[src/common/irq_pkg.sv]
package irq_pkg;

  // ==========================================================
  // Sizes and register map
  localparam int          NUM_SRC      = 16;
  localparam int          STACK_DEPTH  = 8;
  localparam logic [7:0]  ADDR_FLAGS   = 8'h00;
  localparam logic [7:0]  ADDR_ENABLES = 8'h04;
  localparam logic [7:0]  ADDR_PRIO_LO = 8'h08;
  localparam logic [7:0]  ADDR_PRIO_HI = 8'h0c;
  localparam logic [7:0]  ADDR_CTRL1   = 8'h10;
  localparam logic [7:0]  ADDR_CTRL2   = 8'h14;
  localparam logic [7:0]  ADDR_STATUS  = 8'h18;
  localparam logic [7:0]  ADDR_CORCTL  = 8'h1c;

  // ==========================================================
  // Field positions and reset values
  localparam int          PRIO_NIBBLE  = 4;
  localparam int          NEST_DIS_BIT = 15;
  localparam int          ALT_VEC_BIT  = 15;
  localparam int          NUM_EXT      = 5;
  localparam int          LEVEL_LSB    = 5;
  localparam int          HIGH_BIT_POS = 3;
  localparam logic [15:0] CTRL1_MASK   = 16'hfffe;
  localparam logic [15:0] CTRL2_MASK   = 16'h801f;
  localparam logic [15:0] CORCTL_MASK  = 16'h0000;
  localparam logic [2:0]  LEVEL_MAX    = 3'h7;
  localparam logic [2:0]  LEVEL_RESET  = 3'h0;
  localparam logic [15:0] REG_RESET    = 16'h0000;

  // ==========================================================
  // Sequencer states
  typedef enum logic [3:0] {
    SEQ_IDLE, ENT_1, ENT_2, ENT_X, ENT_3, ENT_4,
    RET_POP1, RET_POP2, RET_FETCH, RET_RESUME
  } seq_state_t;

  // Instruction information from the core, same clock.
  typedef struct packed {
    logic return_from_interrupt_instr;
    logic movd_window;
    logic stall_two_cycle;
    logic stall_one_window;
    logic bit_test_window;
    logic trap_enter;
  } core_info_t;

  // Sequencing strobes to the core.
  typedef struct packed {
    logic       irq_take;
    logic       save_ctx;
    logic       vector_fetch;
    logic       isr_start;
    logic       pop_stack;
    logic       fetch_nop;
    logic       resume;
    logic       alt_vector;
    logic [3:0] vector_num;
  } core_ctl_t;

endpackage

[src/design/irq_priority_return_ctrl.sv]
`timescale 1ns/1ps
// Behaviour
// RULE_01 - Return uses its first two cycles to pop counter and status low byte.
// RULE_02 - Third return cycle fetches at restored counter, executing as no-op.
// RULE_03 - Fourth return cycle resumes where the interrupt was taken.
// RULE_04 - Instruction in progress finishes; entry latency same for any length.
// RULE_05 - Four window or stall cases add one cycle of entry latency.
// RULE_06 - Each source owns a flag set by hardware, cleared by software.
// RULE_07 - Per-source enable bit gates whether its request may interrupt.
// RULE_08 - Each source takes one of eight priority levels from its field.
// RULE_09 - Low three level bits sit in status bits 7:5, software writable.
// RULE_10 - High level bit in core control is read-only to software.
// RULE_11 - Sources map to flag, enable and priority fields by vector number.
// RULE_12 - Low field is binary 0 to 7; level 7 blocks all user sources.
// RULE_13 - High bit above low field forms a 4-bit level, 8 to 15.
// RULE_14 - With nesting disabled the low level field ignores software writes.
// RULE_15 - Control two holds edge polarity and alternate vector selection.
// RULE_16 - Control one holds nesting disable plus trap control and status.
// RULE_17 - Reset clears the low level field and the high bit.
// RULE_18 - Present request only above current level; entry writes its level.
// RULE_19 - Nesting disabled forces level 7 until return.
// RULE_20 - Return restores counter, high bit and status low byte.
// RULE_21 - Equal priorities resolve to the lowest vector number.
module irq_priority_return_ctrl
  import irq_pkg::*;
(
  input  wire logic               pclk,
  input  wire logic               presetn,
  input  wire logic               psel,
  input  wire logic               penable,
  input  wire logic               pwrite,
  input  wire logic [7:0]         paddr,
  input  wire logic [31:0]        pwdata,
  output logic      [31:0]        prdata,
  output logic                    pready,
  output logic                    pslverr,
  input  wire logic [NUM_SRC-1:0] src_req,
  input  wire core_info_t         core_info,
  output core_ctl_t               core_ctl,
  output logic [3:0]              cpu_level
);

  // ==========================================================
  // Request synchronisers and edge detection
  logic [NUM_SRC-1:0] req_meta;
  logic [NUM_SRC-1:0] req_sync;
  logic [NUM_SRC-1:0] req_prev;
  logic [NUM_SRC-1:0] req_event;
  logic [NUM_SRC-1:0] edge_fall;

  always_ff @(posedge pclk or negedge presetn) begin
    if (!presetn) begin
      req_meta <= '0;
      req_sync <= '0;
      req_prev <= '0;
    end else begin
      req_meta <= src_req;
      req_sync <= req_meta;
      req_prev <= req_sync;
    end
  end

  // ==========================================================
  // Register file
  logic [NUM_SRC-1:0] flags;
  logic [NUM_SRC-1:0] enables;
  logic [31:0]        prio_lo;
  logic [31:0]        prio_hi;
  logic [15:0]        ctrl_one;
  logic [15:0]        ctrl_two;
  logic [4:0]         status_rest;
  logic [2:0]         level_low;
  logic               level_high;
  seq_state_t         state;
  seq_state_t         next_state;

  wire nest_dis   = ctrl_one[NEST_DIS_BIT];
  wire alt_vector = ctrl_two[ALT_VEC_BIT];
  wire wr_access  = psel & penable & pwrite;
  wire wr_flags   = wr_access & (paddr == ADDR_FLAGS);
  wire wr_enables = wr_access & (paddr == ADDR_ENABLES);
  wire wr_prio_lo = wr_access & (paddr == ADDR_PRIO_LO);
  wire wr_prio_hi = wr_access & (paddr == ADDR_PRIO_HI);
  wire wr_ctrl1   = wr_access & (paddr == ADDR_CTRL1);
  wire wr_ctrl2   = wr_access & (paddr == ADDR_CTRL2);
  wire wr_status  = wr_access & (paddr == ADDR_STATUS);
  wire addr_ok    = (paddr[1:0] == 2'h0) & (paddr <= ADDR_CORCTL);

  // External requests may be turned to falling-edge sensitive.
  assign edge_fall = {{(NUM_SRC-NUM_EXT){1'b0}},
                      ctrl_two[NUM_EXT-1:0]}; // RULE_15
  assign req_event = (req_sync & ~req_prev & ~edge_fall)
                   | (~req_sync & req_prev & edge_fall);

  // Set wins over a clear in the same cycle, so no event is dropped.
  wire [NUM_SRC-1:0] next_flags =
    (flags & ~(wr_flags ? pwdata[NUM_SRC-1:0] : '0)) | req_event; // RULE_06

  always_ff @(posedge pclk or negedge presetn) begin
    if (!presetn) begin
      flags    <= '0;
      enables  <= '0;
      prio_lo  <= '0;
      prio_hi  <= '0;
      ctrl_one <= REG_RESET;
      ctrl_two <= REG_RESET;
    end else begin
      flags <= next_flags;
      if (wr_enables) enables  <= pwdata[NUM_SRC-1:0]; // RULE_07
      if (wr_prio_lo) prio_lo  <= pwdata; // RULE_08
      if (wr_prio_hi) prio_hi  <= pwdata;
      if (wr_ctrl1)   ctrl_one <= pwdata[15:0] & CTRL1_MASK; // RULE_16
      if (wr_ctrl2)   ctrl_two <= pwdata[15:0] & CTRL2_MASK; // RULE_15
    end
  end

  // ==========================================================
  // Arbitration
  logic [2:0] src_prio [NUM_SRC];
  logic [2:0] best_prio;
  logic [3:0] best_idx;
  logic       best_valid;

  genvar g;
  generate
    for (g = 0; g < NUM_SRC; g++) begin : g_prio
      if (g < 8) begin : g_lo
        assign src_prio[g] = prio_lo[g*PRIO_NIBBLE +: 3]; // RULE_11
      end else begin : g_hi
        assign src_prio[g] = prio_hi[(g-8)*PRIO_NIBBLE +: 3];
      end
    end
  endgenerate

  // Scanning from the top with >= leaves the lowest index on a tie.
  always_comb begin
    best_prio  = '0;
    best_idx   = '0;
    best_valid = 1'b0;
    for (int i = NUM_SRC-1; i >= 0; i--) begin
      if (flags[i] && enables[i] && src_prio[i] != 3'h0 &&
          (!best_valid || src_prio[i] >= best_prio)) begin // RULE_21
        best_prio  = src_prio[i];
        best_idx   = 4'(i);
        best_valid = 1'b1;
      end
    end
  end

  // The high bit lifts the level above every user priority.
  assign cpu_level = {level_high, level_low}; // RULE_13
  wire present = best_valid &&
                 ({1'b0, best_prio} > cpu_level); // RULE_18 RULE_12

  // ==========================================================
  // Entry and return sequencer
  logic [3:0] taken_idx;
  logic [2:0] taken_prio;
  logic       extra_cycle;
  logic [3:0] saved_level [STACK_DEPTH];
  logic [3:0] stack_ptr;

  wire slow_instr = core_info.movd_window | core_info.stall_two_cycle
                  | core_info.stall_one_window
                  | core_info.bit_test_window; // RULE_05
  wire start_ret  = (state == SEQ_IDLE) & core_info.return_from_interrupt_instr;
  wire start_ent  = (state == SEQ_IDLE) & ~core_info.return_from_interrupt_instr & present;
  wire do_push    = start_ent | core_info.trap_enter;
  wire [3:0] top_level = saved_level[3'(stack_ptr - 4'h1)];

  // Entry always spends its first two cycles letting the current
  // instruction drain, so one- and two-cycle instructions match.
  always_comb begin
    next_state = state;
    case (state)
      SEQ_IDLE:   if (start_ret) next_state = RET_POP1; // RULE_01
                  else if (start_ent) next_state = ENT_1; // RULE_04
      ENT_1:      next_state = ENT_2;
      ENT_2:      next_state = extra_cycle ? ENT_X : ENT_3; // RULE_05
      ENT_X:      next_state = ENT_3;
      ENT_3:      next_state = ENT_4;
      ENT_4:      next_state = SEQ_IDLE;
      RET_POP1:   next_state = RET_POP2; // RULE_01
      RET_POP2:   next_state = RET_FETCH; // RULE_02
      RET_FETCH:  next_state = RET_RESUME; // RULE_03
      RET_RESUME: next_state = SEQ_IDLE;
      default:    next_state = SEQ_IDLE;
    endcase
  end

  always_ff @(posedge pclk or negedge presetn) begin
    if (!presetn) begin
      state       <= SEQ_IDLE;
      taken_idx   <= '0;
      taken_prio  <= '0;
      extra_cycle <= 1'b0;
    end else begin
      state <= next_state;
      if (start_ent) begin
        taken_idx   <= best_idx;
        taken_prio  <= best_prio;
        extra_cycle <= slow_instr;
      end
    end
  end

  // A small level stack stands in for the words the core pushes, so
  // that the return can reinstate the level; deeper nesting wraps.
  always_ff @(posedge pclk or negedge presetn) begin
    if (!presetn) begin
      stack_ptr <= '0;
    end else if (do_push) begin
      stack_ptr <= stack_ptr + 4'h1;
    end else if (state == RET_POP2 && stack_ptr != 4'h0) begin
      stack_ptr <= stack_ptr - 4'h1;
    end
  end

  always_ff @(posedge pclk) begin
    if (do_push) saved_level[3'(stack_ptr)] <= cpu_level;
  end

  // ==========================================================
  // Priority level
  always_ff @(posedge pclk or negedge presetn) begin
    if (!presetn) begin
      level_low   <= LEVEL_RESET; // RULE_17
      level_high  <= 1'b0;
      status_rest <= '0;
    end else begin
      if (core_info.trap_enter) begin
        level_high <= 1'b1;
      end else if (state == RET_POP2) begin
        level_high <= top_level[3]; // RULE_20
      end
      if (state == RET_POP2) begin
        level_low <= top_level[2:0]; // RULE_20
      end else if (state == ENT_4) begin
        level_low <= nest_dis ? LEVEL_MAX : taken_prio; // RULE_18 RULE_19
      end else if (wr_status && !nest_dis) begin
        level_low <= pwdata[LEVEL_LSB +: 3]; // RULE_09 RULE_14
      end
      if (wr_status) status_rest <= pwdata[4:0];
    end
  end

  // ==========================================================
  // Core strobes
  always_ff @(posedge pclk or negedge presetn) begin
    if (!presetn) begin
      core_ctl <= '0;
    end else begin
      core_ctl.irq_take     <= (next_state == ENT_1);
      core_ctl.save_ctx     <= (next_state == ENT_2);
      core_ctl.vector_fetch <= (next_state == ENT_3);
      core_ctl.isr_start    <= (next_state == ENT_4);
      core_ctl.pop_stack    <= (next_state == RET_POP1) |
                               (next_state == RET_POP2); // RULE_01
      core_ctl.fetch_nop    <= (next_state == RET_FETCH); // RULE_02
      core_ctl.resume       <= (next_state == RET_RESUME); // RULE_03
      core_ctl.alt_vector   <= alt_vector;
      core_ctl.vector_num   <= start_ent ? best_idx : taken_idx;
    end
  end

  // ==========================================================
  // Read path
  logic [31:0] rd_mux;
  wire         rd_setup = psel & ~penable & ~pwrite;

  always_comb begin
    case (paddr)
      ADDR_FLAGS:   rd_mux = {16'h0000, flags};
      ADDR_ENABLES: rd_mux = {16'h0000, enables};
      ADDR_PRIO_LO: rd_mux = prio_lo;
      ADDR_PRIO_HI: rd_mux = prio_hi;
      ADDR_CTRL1:   rd_mux = {16'h0000, ctrl_one};
      ADDR_CTRL2:   rd_mux = {16'h0000, ctrl_two};
      ADDR_STATUS:  rd_mux = {24'h000000, level_low, status_rest};
      ADDR_CORCTL:  rd_mux = {28'h0000000, level_high, 3'h0}; // RULE_10
      default:      rd_mux = 32'h00000000;
    endcase
  end

  // Zero wait states keeps the bus simple; a bad address only errors.
  assign pready  = 1'b1;
  assign pslverr = psel & penable & ~addr_ok;

  // Read data is caught in the setup cycle, so it stands from a
  // flip-flop through the whole access cycle.
  always_ff @(posedge pclk or negedge presetn) begin
    if (!presetn) begin
      prdata <= '0;
    end else if (rd_setup) begin
      prdata <= rd_mux;
    end
  end

  // ==========================================================
  // Checks
  property p_ret_seq;
    @(posedge pclk) disable iff (!presetn)
    start_ret |=> (state == RET_POP1) ##1 (state == RET_POP2)
      ##1 (state == RET_FETCH) ##1 (state == RET_RESUME);
  endproperty
  a_ret_seq: assert property (p_ret_seq) // RULE_01
    else $error("Return sequence out of order.");

  property p_ret_strobes;
    @(posedge pclk) disable iff (!presetn)
    $rose(core_ctl.pop_stack) |-> core_ctl.pop_stack [*2]
      ##1 core_ctl.fetch_nop ##1 core_ctl.resume;
  endproperty
  a_ret_strobes: assert property (p_ret_strobes) // RULE_02
    else $error("Return strobes not two pops, fetch, resume.");

  property p_entry_len;
    @(posedge pclk) disable iff (!presetn)
    start_ent && !slow_instr |-> ##4 (state == ENT_4);
  endproperty
  a_entry_len: assert property (p_entry_len) // RULE_04
    else $error("Entry did not take four cycles.");

  property p_entry_extra;
    @(posedge pclk) disable iff (!presetn)
    start_ent && slow_instr |-> ##5 (state == ENT_4);
  endproperty
  a_entry_extra: assert property (p_entry_extra) // RULE_05
    else $error("Slow instruction did not add one cycle.");

  property p_gate;
    @(posedge pclk) disable iff (!presetn)
    start_ent |-> enables[best_idx] && flags[best_idx]
      && {1'b0, best_prio} > cpu_level;
  endproperty
  a_gate: assert property (p_gate) // RULE_18
    else $error("Entry taken without enabled higher request.");

  property p_level_ro;
    @(posedge pclk) disable iff (!presetn)
    wr_status && nest_dis && state == SEQ_IDLE
      |=> $stable(level_low);
  endproperty
  a_level_ro: assert property (p_level_ro) // RULE_14
    else $error("Level changed by write while nesting disabled.");

  property p_nest_force;
    @(posedge pclk) disable iff (!presetn)
    state == ENT_4 && nest_dis |=> level_low == LEVEL_MAX;
  endproperty
  a_nest_force: assert property (p_nest_force) // RULE_19
    else $error("Nesting disabled entry did not force level 7.");

  property p_high_ro;
    @(posedge pclk) disable iff (!presetn)
    $rose(level_high) |-> $past(core_info.trap_enter);
  endproperty
  a_high_ro: assert property (p_high_ro) // RULE_10
    else $error("High level bit set without a trap.");

  property p_flag_set;
    @(posedge pclk) disable iff (!presetn)
    |req_event |=> |flags;
  endproperty
  a_flag_set: assert property (p_flag_set) // RULE_06
    else $error("Request edge did not set a flag.");

  property p_flag_hold;
    @(posedge pclk) disable iff (!presetn)
    !wr_flags |=> (($past(flags) & ~flags) == '0);
  endproperty
  a_flag_hold: assert property (p_flag_hold) // RULE_06
    else $error("Request flag dropped without a software clear.");

  property p_ent_order;
    @(posedge pclk) disable iff (!presetn)
    core_ctl.irq_take |=> core_ctl.save_ctx;
  endproperty
  a_ent_order: assert property (p_ent_order) // RULE_04
    else $error("Save cycle did not follow the take.");

  property p_level_write;
    @(posedge pclk) disable iff (!presetn)
    wr_status && !nest_dis && state == SEQ_IDLE
      |=> level_low == $past(pwdata[LEVEL_LSB +: 3]);
  endproperty
  a_level_write: assert property (p_level_write) // RULE_09
    else $error("Level write did not land in the low field.");

endmodule

[config.mk]
export PLATFORM = sky130hd
export DESIGN_NAME = irq_priority_return_ctrl
export DESIGN_NICKNAME = d
export VERILOG_FILES = /design/src/common/irq_pkg.sv /design/src/design/irq_priority_return_ctrl.sv
export SDC_FILE = /design/constraint.sdc
export NUM_CORES = 1
export LEC_CHECK = 0
export BUFFER_PORTS_ARGS = -buffer_cell sky130_fd_sc_hd__buf_2
export CELL_PAD_IN_SITES_DETAIL_PLACEMENT = 1
export CELL_PAD_IN_SITES_GLOBAL_PLACEMENT = 2
export CORE_ASPECT_RATIO = 0.5
export CORE_MARGIN = 8
export CORE_UTILIZATION = 40
export DETAILED_ROUTE_END_ITERATION = 10
export GPL_TIMING_DRIVEN = 0
export MAX_ROUTING_LAYER = met4
export PLACE_DENSITY = 0.86
export SKIP_LAST_GASP = 1
export SLEW_MARGIN = 0
export SYNTH_ARGS = -nofsm -noshare
export SYNTH_HDL_FRONTEND = slang
export SYNTH_SLANG_ARGS = --single-unit
[constraint.sdc]
create_clock -name pclk -period 22.6 [get_ports pclk]
set_input_delay 4.52 -clock pclk [delete_from_list [all_inputs] [get_ports pclk]]
set_output_delay 4.52 -clock pclk [all_outputs]
set_load 0.1 [all_outputs]
# == Word-level counts from Yosys, hierarchy flattened ==
# Memories as Yosys holds them, arrays and structs flattened.
# Cells that the tools add are included.
# op_classes
n_addsub,2
order_cmp,17
eq_ne,23
muxes,64
n_bitwise,36
n_reduce_logical,104
# ops
op,count
one-hot mux 32 bit (8 select lines),1
2-to-1 mux 4 bit,20
AND 16 bit,4
2-to-1 mux 3 bit,21
nonzero test 3 bit,17
logical AND 1 bit,50
NOT 16 bit,3
greater-or-equal comparator 3 bit,15
== test 4 x 3 -> 1 bit (second input constant),8
== test 8 x 5 -> 1 bit (second input constant),4
OR 16 bit,2
one-hot mux 4 bit (8 select lines),1
2-to-1 mux 1 bit,20
AND 1 bit,16
AND 16 x 5 -> 16 bit,1
== test 8 x 4 -> 1 bit (second input constant),2
logical NOT 1 bit,16
2-to-1 mux 16 bit,1
NOT 5 -> 16 bit,1
logical OR 1 bit,15
== test 4 x 2 -> 1 bit (second input constant),3
== test 4 bit (second input constant),3
== test 4 x 1 -> 1 bit (second input constant),2
== test 8 x 3 -> 1 bit (second input constant),1
11 further kinds,19
# word_totals
register_bits,230
ram_bits,32
mem_count,1
# mem_list
name,words,width,read_ports,rd_clocked_by_memory_dff,wr,line_no,source
saved_level,8,4,1,0,1,irq_priority_return_ctrl.sv:160,logic [3:0] saved_level [STACK_DEPTH];

# == Depth between registers and ports, before layout ==
# depth
word_depth,71
mapped_depth,112
depth_no_buf,109

# == Least setup slack after synthesis ==
# OpenSTA, ideal clock, no wires.
# synth_timing
path_type,register to register
start,register enables[15]
end,memory saved_level[0][0] (enable)
setup_time_ns,0.377
arrival_time_ns,20.239
setup_slack_ns,1.984
stages_incl_launch_ff,108
synth_period_minus_slack_ns,20.616
cell_sequence,dfrtp_1 > and3_1 > inv_1 > ha_1 > a21oi_1 > o21ai_0 > o211a_1 > o22a_1 > ha_1 > or3b_1 > a221oi_1 > or2_2 > o221ai_1 > and2_1 > ha_1 > a21o_1 > a221oi_2 > or2_1 > [72 not listed] > a221oi_2 > or2_1 > ha_1 > nand2b_1 > a21o_1 > a211oi_1 > nor2_1 > inv_1 > o21ai_0 > o22ai_1 > ha_1 > nand3_1 > nand3_1 > a221o_1 > clkbuf_1 > clkinv_1 > nor2_1 > nor4_1
# synth_via
elab_chain_cells,69
elab_cells_between_ends,100
cone_classes,order compare: 16; mux: 34; bitwise: 2; reduce/logical: 48
# synth_rtl
element,line_no,source
start: declaration,irq_priority_return_ctrl.sv:66,logic [NUM_SRC-1:0] enables;
start signal: assignment,irq_priority_return_ctrl.sv:109,if (wr_enables) enables <= pwdata[NUM_SRC-1:0];
logical AND 1 bit (*) (2 in series),irq_priority_return_ctrl.sv:141,if (flags[i] && enables[i] && src_prio[i] != 3'h0 &&
2-to-1 mux 3 bit / 2-to-1 mux 1 bit (equally long branches),irq_priority_return_ctrl.sv:141,
greater-or-equal comparator 3 bit / logical NOT 1 bit (equally long branches),irq_priority_return_ctrl.sv:142,(!best_valid || src_prio[i] >= best_prio)) begin
logical OR 1 bit,irq_priority_return_ctrl.sv:142,
logical AND 1 bit,irq_priority_return_ctrl.sv:141,
2-to-1 mux 3 bit / 2-to-1 mux 1 bit (equally long branches),irq_priority_return_ctrl.sv:141,
greater-or-equal comparator 3 bit / logical NOT 1 bit (equally long branches),irq_priority_return_ctrl.sv:142,
logical OR 1 bit,irq_priority_return_ctrl.sv:142,
[52 not listed],-,
logical AND 1 bit,irq_priority_return_ctrl.sv:141,
2-to-1 mux 3 bit,irq_priority_return_ctrl.sv:141,
> comparator 3 x 4 -> 1 bit,irq_priority_return_ctrl.sv:153,"({1'b0, best_prio} > cpu_level);"
logical AND 1 bit (*),irq_priority_return_ctrl.sv:152,wire present = best_valid &&
AND 1 bit (*),irq_priority_return_ctrl.sv:167,wire start_ent = (state == SEQ_IDLE) & ~core_info.return_from_interrupt_instr & present;
OR 1 bit (*),irq_priority_return_ctrl.sv:168,wire do_push = start_ent | core_info.trap_enter;
2-to-1 mux 1 bit (*),irq_priority_return_ctrl.sv:220,if (do_push) saved_level[3'(stack_ptr)] <= cpu_level;
2-to-1 mux 1 bit (implied by the code) (*),irq_priority_return_ctrl.sv:220,
end: declaration,irq_priority_return_ctrl.sv:160,
# Mark *: on every way between the ends. The rest lies on a longest branch, timed or not.

# == Worst setup path in the final report ==
# layout_timing
start,register flags[15]
end,register stack_ptr[2]
# layout_via
elab_chain_cells,68
elab_cells_between_ends,100
cone_classes,order compare: 16; mux: 33; bitwise: 2; reduce/logical: 49
# layout_rtl
element,line_no,source
start: declaration,irq_priority_return_ctrl.sv:65,logic [NUM_SRC-1:0] flags;
start signal: assignment,irq_priority_return_ctrl.sv:108,flags <= next_flags;
logical AND 1 bit (*) (2 in series),irq_priority_return_ctrl.sv:141,
2-to-1 mux 3 bit / 2-to-1 mux 1 bit (equally long branches),irq_priority_return_ctrl.sv:141,
greater-or-equal comparator 3 bit / logical NOT 1 bit (equally long branches),irq_priority_return_ctrl.sv:142,
logical OR 1 bit,irq_priority_return_ctrl.sv:142,
logical AND 1 bit,irq_priority_return_ctrl.sv:141,
2-to-1 mux 3 bit / 2-to-1 mux 1 bit (equally long branches),irq_priority_return_ctrl.sv:141,
greater-or-equal comparator 3 bit / logical NOT 1 bit (equally long branches),irq_priority_return_ctrl.sv:142,
logical OR 1 bit,irq_priority_return_ctrl.sv:142,
[52 not listed],-,
logical AND 1 bit,irq_priority_return_ctrl.sv:141,
2-to-1 mux 3 bit (*),irq_priority_return_ctrl.sv:141,
via best_prio[1],irq_priority_return_ctrl.sv:120,logic [2:0] best_prio;
> comparator 3 x 4 -> 1 bit (*),irq_priority_return_ctrl.sv:153,
logical AND 1 bit (*),irq_priority_return_ctrl.sv:152,
AND 1 bit (*),irq_priority_return_ctrl.sv:167,
OR 1 bit (*),irq_priority_return_ctrl.sv:168,
2-to-1 mux 4 bit / nonzero test 2 bit (equally long branches),-,
end signal: assignment,irq_priority_return_ctrl.sv:213,stack_ptr <= stack_ptr + 4'h1;
end signal: assignment,irq_priority_return_ctrl.sv:215,stack_ptr <= stack_ptr - 4'h1;
end: declaration,irq_priority_return_ctrl.sv:161,logic [3:0] stack_ptr;
# Mark *: on every way through the listed nets, which the timed path passes. The rest lies on a longest branch.
# A chain may end at the register's enable or synchronous reset.

==> qor.yml <==
cells_and_area:
  syn2layout_area_growth_pct: 20.82
  layout-drive-gt1-share_pct: 30.92
  final_cell_area_sq_um: 15340
  final_nets: 1373
  fin_cells: 1717
sta:
  clock_skew_ns: 0.02272
  hold_violations: 0
  slew-limit-headroom_pct: 2.888
  period_share_pct: 95.83
  setup_viol: 0
  drv_slew: 0
  period_minus_slack_ns: 21.66
  max_freq_ghz: 0.04617
  tightest_slew_ns: 1.443
  setup_tns_ns: 0
  fin_ws_ns: 0.9417
floorplanning:
  initial_core_util_pct: 40.33
  io_pins: 117
  rows: 46
  dieArea_sq_um: 38040
  die_h_microns: 142.0
  die_x_microns: 268.0
  coreArea_sq_um: 31480
critical_path:
  critical_path_class: "reg -> reg"
  critical_path_required_ns: 22.99
  crit_arrival_ns: 22.05
  critPathMaxStageDelay_ns: 0.44
  cp-start-kind: "flop"
  cp_max_fo: 8
  crit_top_cell: "ha_1"
  end_kind: "flop"
  slowest_stage: "dfrtp_2"
global_route:
  grt_use_met3_pct: 3.656
  overflow: 0
  grtUsageMet2_pct: 36.56
  antenna_found_initial: 0
  grt_start_max_net_pins: 114
  grt_pass1_wl_microns: 62310
  grt.busiest_layer: "met2"
  globalRouteMet1Util_pct: 26.92
  grtUsageTotal_pct: 21.45
  grt_pass1_vias: 10540
clock_tree:
  clkTransAtPathRegs_ns: 0.07
  max-clock-path-buffers: 3
  htree_levels: 1
  cts_num_sinks: 262
  cts_inserted_buffers: 26
  cts_root_buf: "clkbuf_16"
  insertion_delay_ns: 0.55
  cts_tree: "yes"
  cts_hold_buffers: 0
synthesis:
  synth_area_sq_um: 12700
  postSynthCellCount: 1095
  synth_cell_types: 88
  yosysSeqAreaShare_pct: 52.90
  yosys-top-cells-count: "dfrtp_1 (230), mux2_2 (110), nand2_1 (103)"
  yosysMostFrequentCell: "dfrtp_1"
  synthTopCellsByArea: "dfrtp_1 (45%), mux2_2 (9.8%), edfxtp_1 (7.6%)"
  avgSynthCellArea_sq_um: 11.59
  ys_async_sr_fraction_pct: 87.79
  synth_top_area_share_pct: 45.33
  synth_edf_count: 32
  ys_ff_latch: 262
  synth_nets: 1203
  synth_area_leader_cell: "dfrtp_1"
  synth_top_flop_cell: "dfrtp_1"
  yosys_warnings: 0
route:
  routed_wl_microns: 39780
  dr.first_iter.drc_count: 712
  antenna_left: 0
  wl_per_cell_microns: 23.17
  drc: 0
  drt_pass1_iterations: 5
  vias: 9798
  avgViaCountPerCell: 5.706
place:
  place_inst: 1644
  routabilityCongestion: 0.8723
  dp_hpwl_microns: 29330
  placed_cell_area_sq_um: 13890
  place_ws_ns: -1.413
  port_buffers: 113
flow_run:
  drv_cap: 0
power_and_ir_drop:
  peakVddDrop_uv: 48.12
  power_density_nw_per_um2: 82.90
  p_total_mw: 1.272
  power_leakage_nw: 6.844
min_path:
  hp-class: "reg -> reg"
run_status:
  outcome: "completed"
==> report_power, final <==
| group | internal, mW | switching (mW) | total (mW) | leakage, nW |
|---|---|---|---|---|
| Clock | 0.271 | 0.192 | 0.463 | 0.442 |
| Sequential | 0.518 | 0.0315 | 0.550 | 3.23 |
| Combinational | 0.0733 | 0.186 | 0.259 | 3.17 |
| Total | 0.863 | 0.409 | 1.27 | 6.84 |
==> placed cells by master, fill, tap and decap left out, drive strengths merged, types with 6 or more instances in the layout <==
cell    netlist  final
a21oi        36     36
buf          11    155
mux2i         8      8
mux2        111    111
clkbuf       32     64
a22o          9      9
inv          53     55
o211a         7      7
o311ai       13     13
nand4         6      6
clkinv        1      7
nand2       103    103
a22oi        29     29
ha           41     41
and3         10     10
a221oi       13     13
o221ai        6      6
mux4          8      8
and2         10     10
or2           8      8
nand2b       16     16
or3           7      7
o311a         8      8
edfxtp       32     32
o22ai         6      6
o211ai        7      7
o21a          8      8
a211oi        6      6
o21ai        51     51
dfrtp       230    230
nor3         25     25
nor4          9      9
a31oi        21     21
a21o         10     10
nor2         70     70
a222oi       10     10
nand3         7      7
==> repair_timing <==
| action | 4_1_cts | 5_1_grt |
|---|---|---|
| setup buffers | 5 | 22 |
| cloned | 0 | 0 |
| pin swaps | 5 | 26 |
| setup endpoints to repair | 46 | 46 |
| endpoints found under the hold margin | 0 | 0 |
| gates resized for setup | 30 | 54 |
==> kinds of logic after synthesis <==
family	count (synthesis)	share of synthesized area (%)
xor gates and xnor gates	4	0.2760
muxes	127	11.92
buffers and inverters	97	2.957
AOI/OAI and AO/OA	280	17.39
DFF	262	52.90
adders and majority gates	41	4.041
and+or+nand+nor	283	10.48
other	1	0.02954
==> critical path: cells and delay by family, from the launching register on <==
| family | cells | cell delay (ns) |
|---|---|---|
| muxes | 3 | 1.03 |
| AOI/OAI and AO/OA | 46 | 9.22 |
| and+or+nand+nor | 35 | 6.09 |
| xor gates and xnor gates | 1 | 0.13 |
| buffers and inverters | 6 | 0.61 |
| adders and majority gates | 16 | 3.92 |
| DFF | 1 | 0.44 |
==> area by class of cell <==
| type | count | area, sq um |
|---|---|---|
| plain buffers | 41 | 165.2 |
| repair buffers | 144 | 848.3 |
| fillers | 3388 | 16140 |
| clock inverters | 13 | 175.2 |
| inverters | 54 | 207.7 |
| diodes | 1 | 2.502 |
| multi-input cells | 736 | 5958 |
| clock buffers | 34 | 721.9 |
| well taps | 432 | 540.5 |
| flip-flops and latches | 262 | 6720 |
==> registers in the layout, summed over array words and instances, names as in the netlist <==
register     count
status_rest      5
req_meta        16
stack_ptr        4
req_sync        16
ctrl_two         6
saved_level     32
core_ctl        12
state            4
extra_cycle      1
prio_hi         32
req_prev        16
level_high       1
prdata          32
prio_lo         32
level_low        3
ctrl_one        15
enables         16
flags           16
taken_prio       3
==> routing by layer <==
metal,wire (microns),share of wire [%]
met5,0,0
met4,773,1.9
met3,1719,4.3
met2,20150,51
met1,17130,43
==> per-stage QoR <==
stage | hold WS (ns) | utilization, %
after floorplan | 0.3312 | -
after global placement | 0.3320 | 43.84
after detailed placement | 0.3381 | 44.13
after CTS | 0.3521 | 47.44
after global routing | 0.3531 | 48.72
final | 0.3495 | 48.72
==> final timing paths <==
kind                                  start            to  slack (ns)  cells past startpoint
worst max-delay path              flags[15]  stack_ptr[2]        0.94                    107
worst min-delay path            req_meta[2]   req_sync[2]        0.35                      0
worst max register to register    flags[15]  stack_ptr[2]        0.94                    107
worst min register to register  req_meta[2]   req_sync[2]        0.35                      0
max in group asynchronous           presetn  stack_ptr[0]       17.48                      3
min in group asynchronous           presetn     flags[13]        3.85                      1
(Power assumes the default switching activity.)
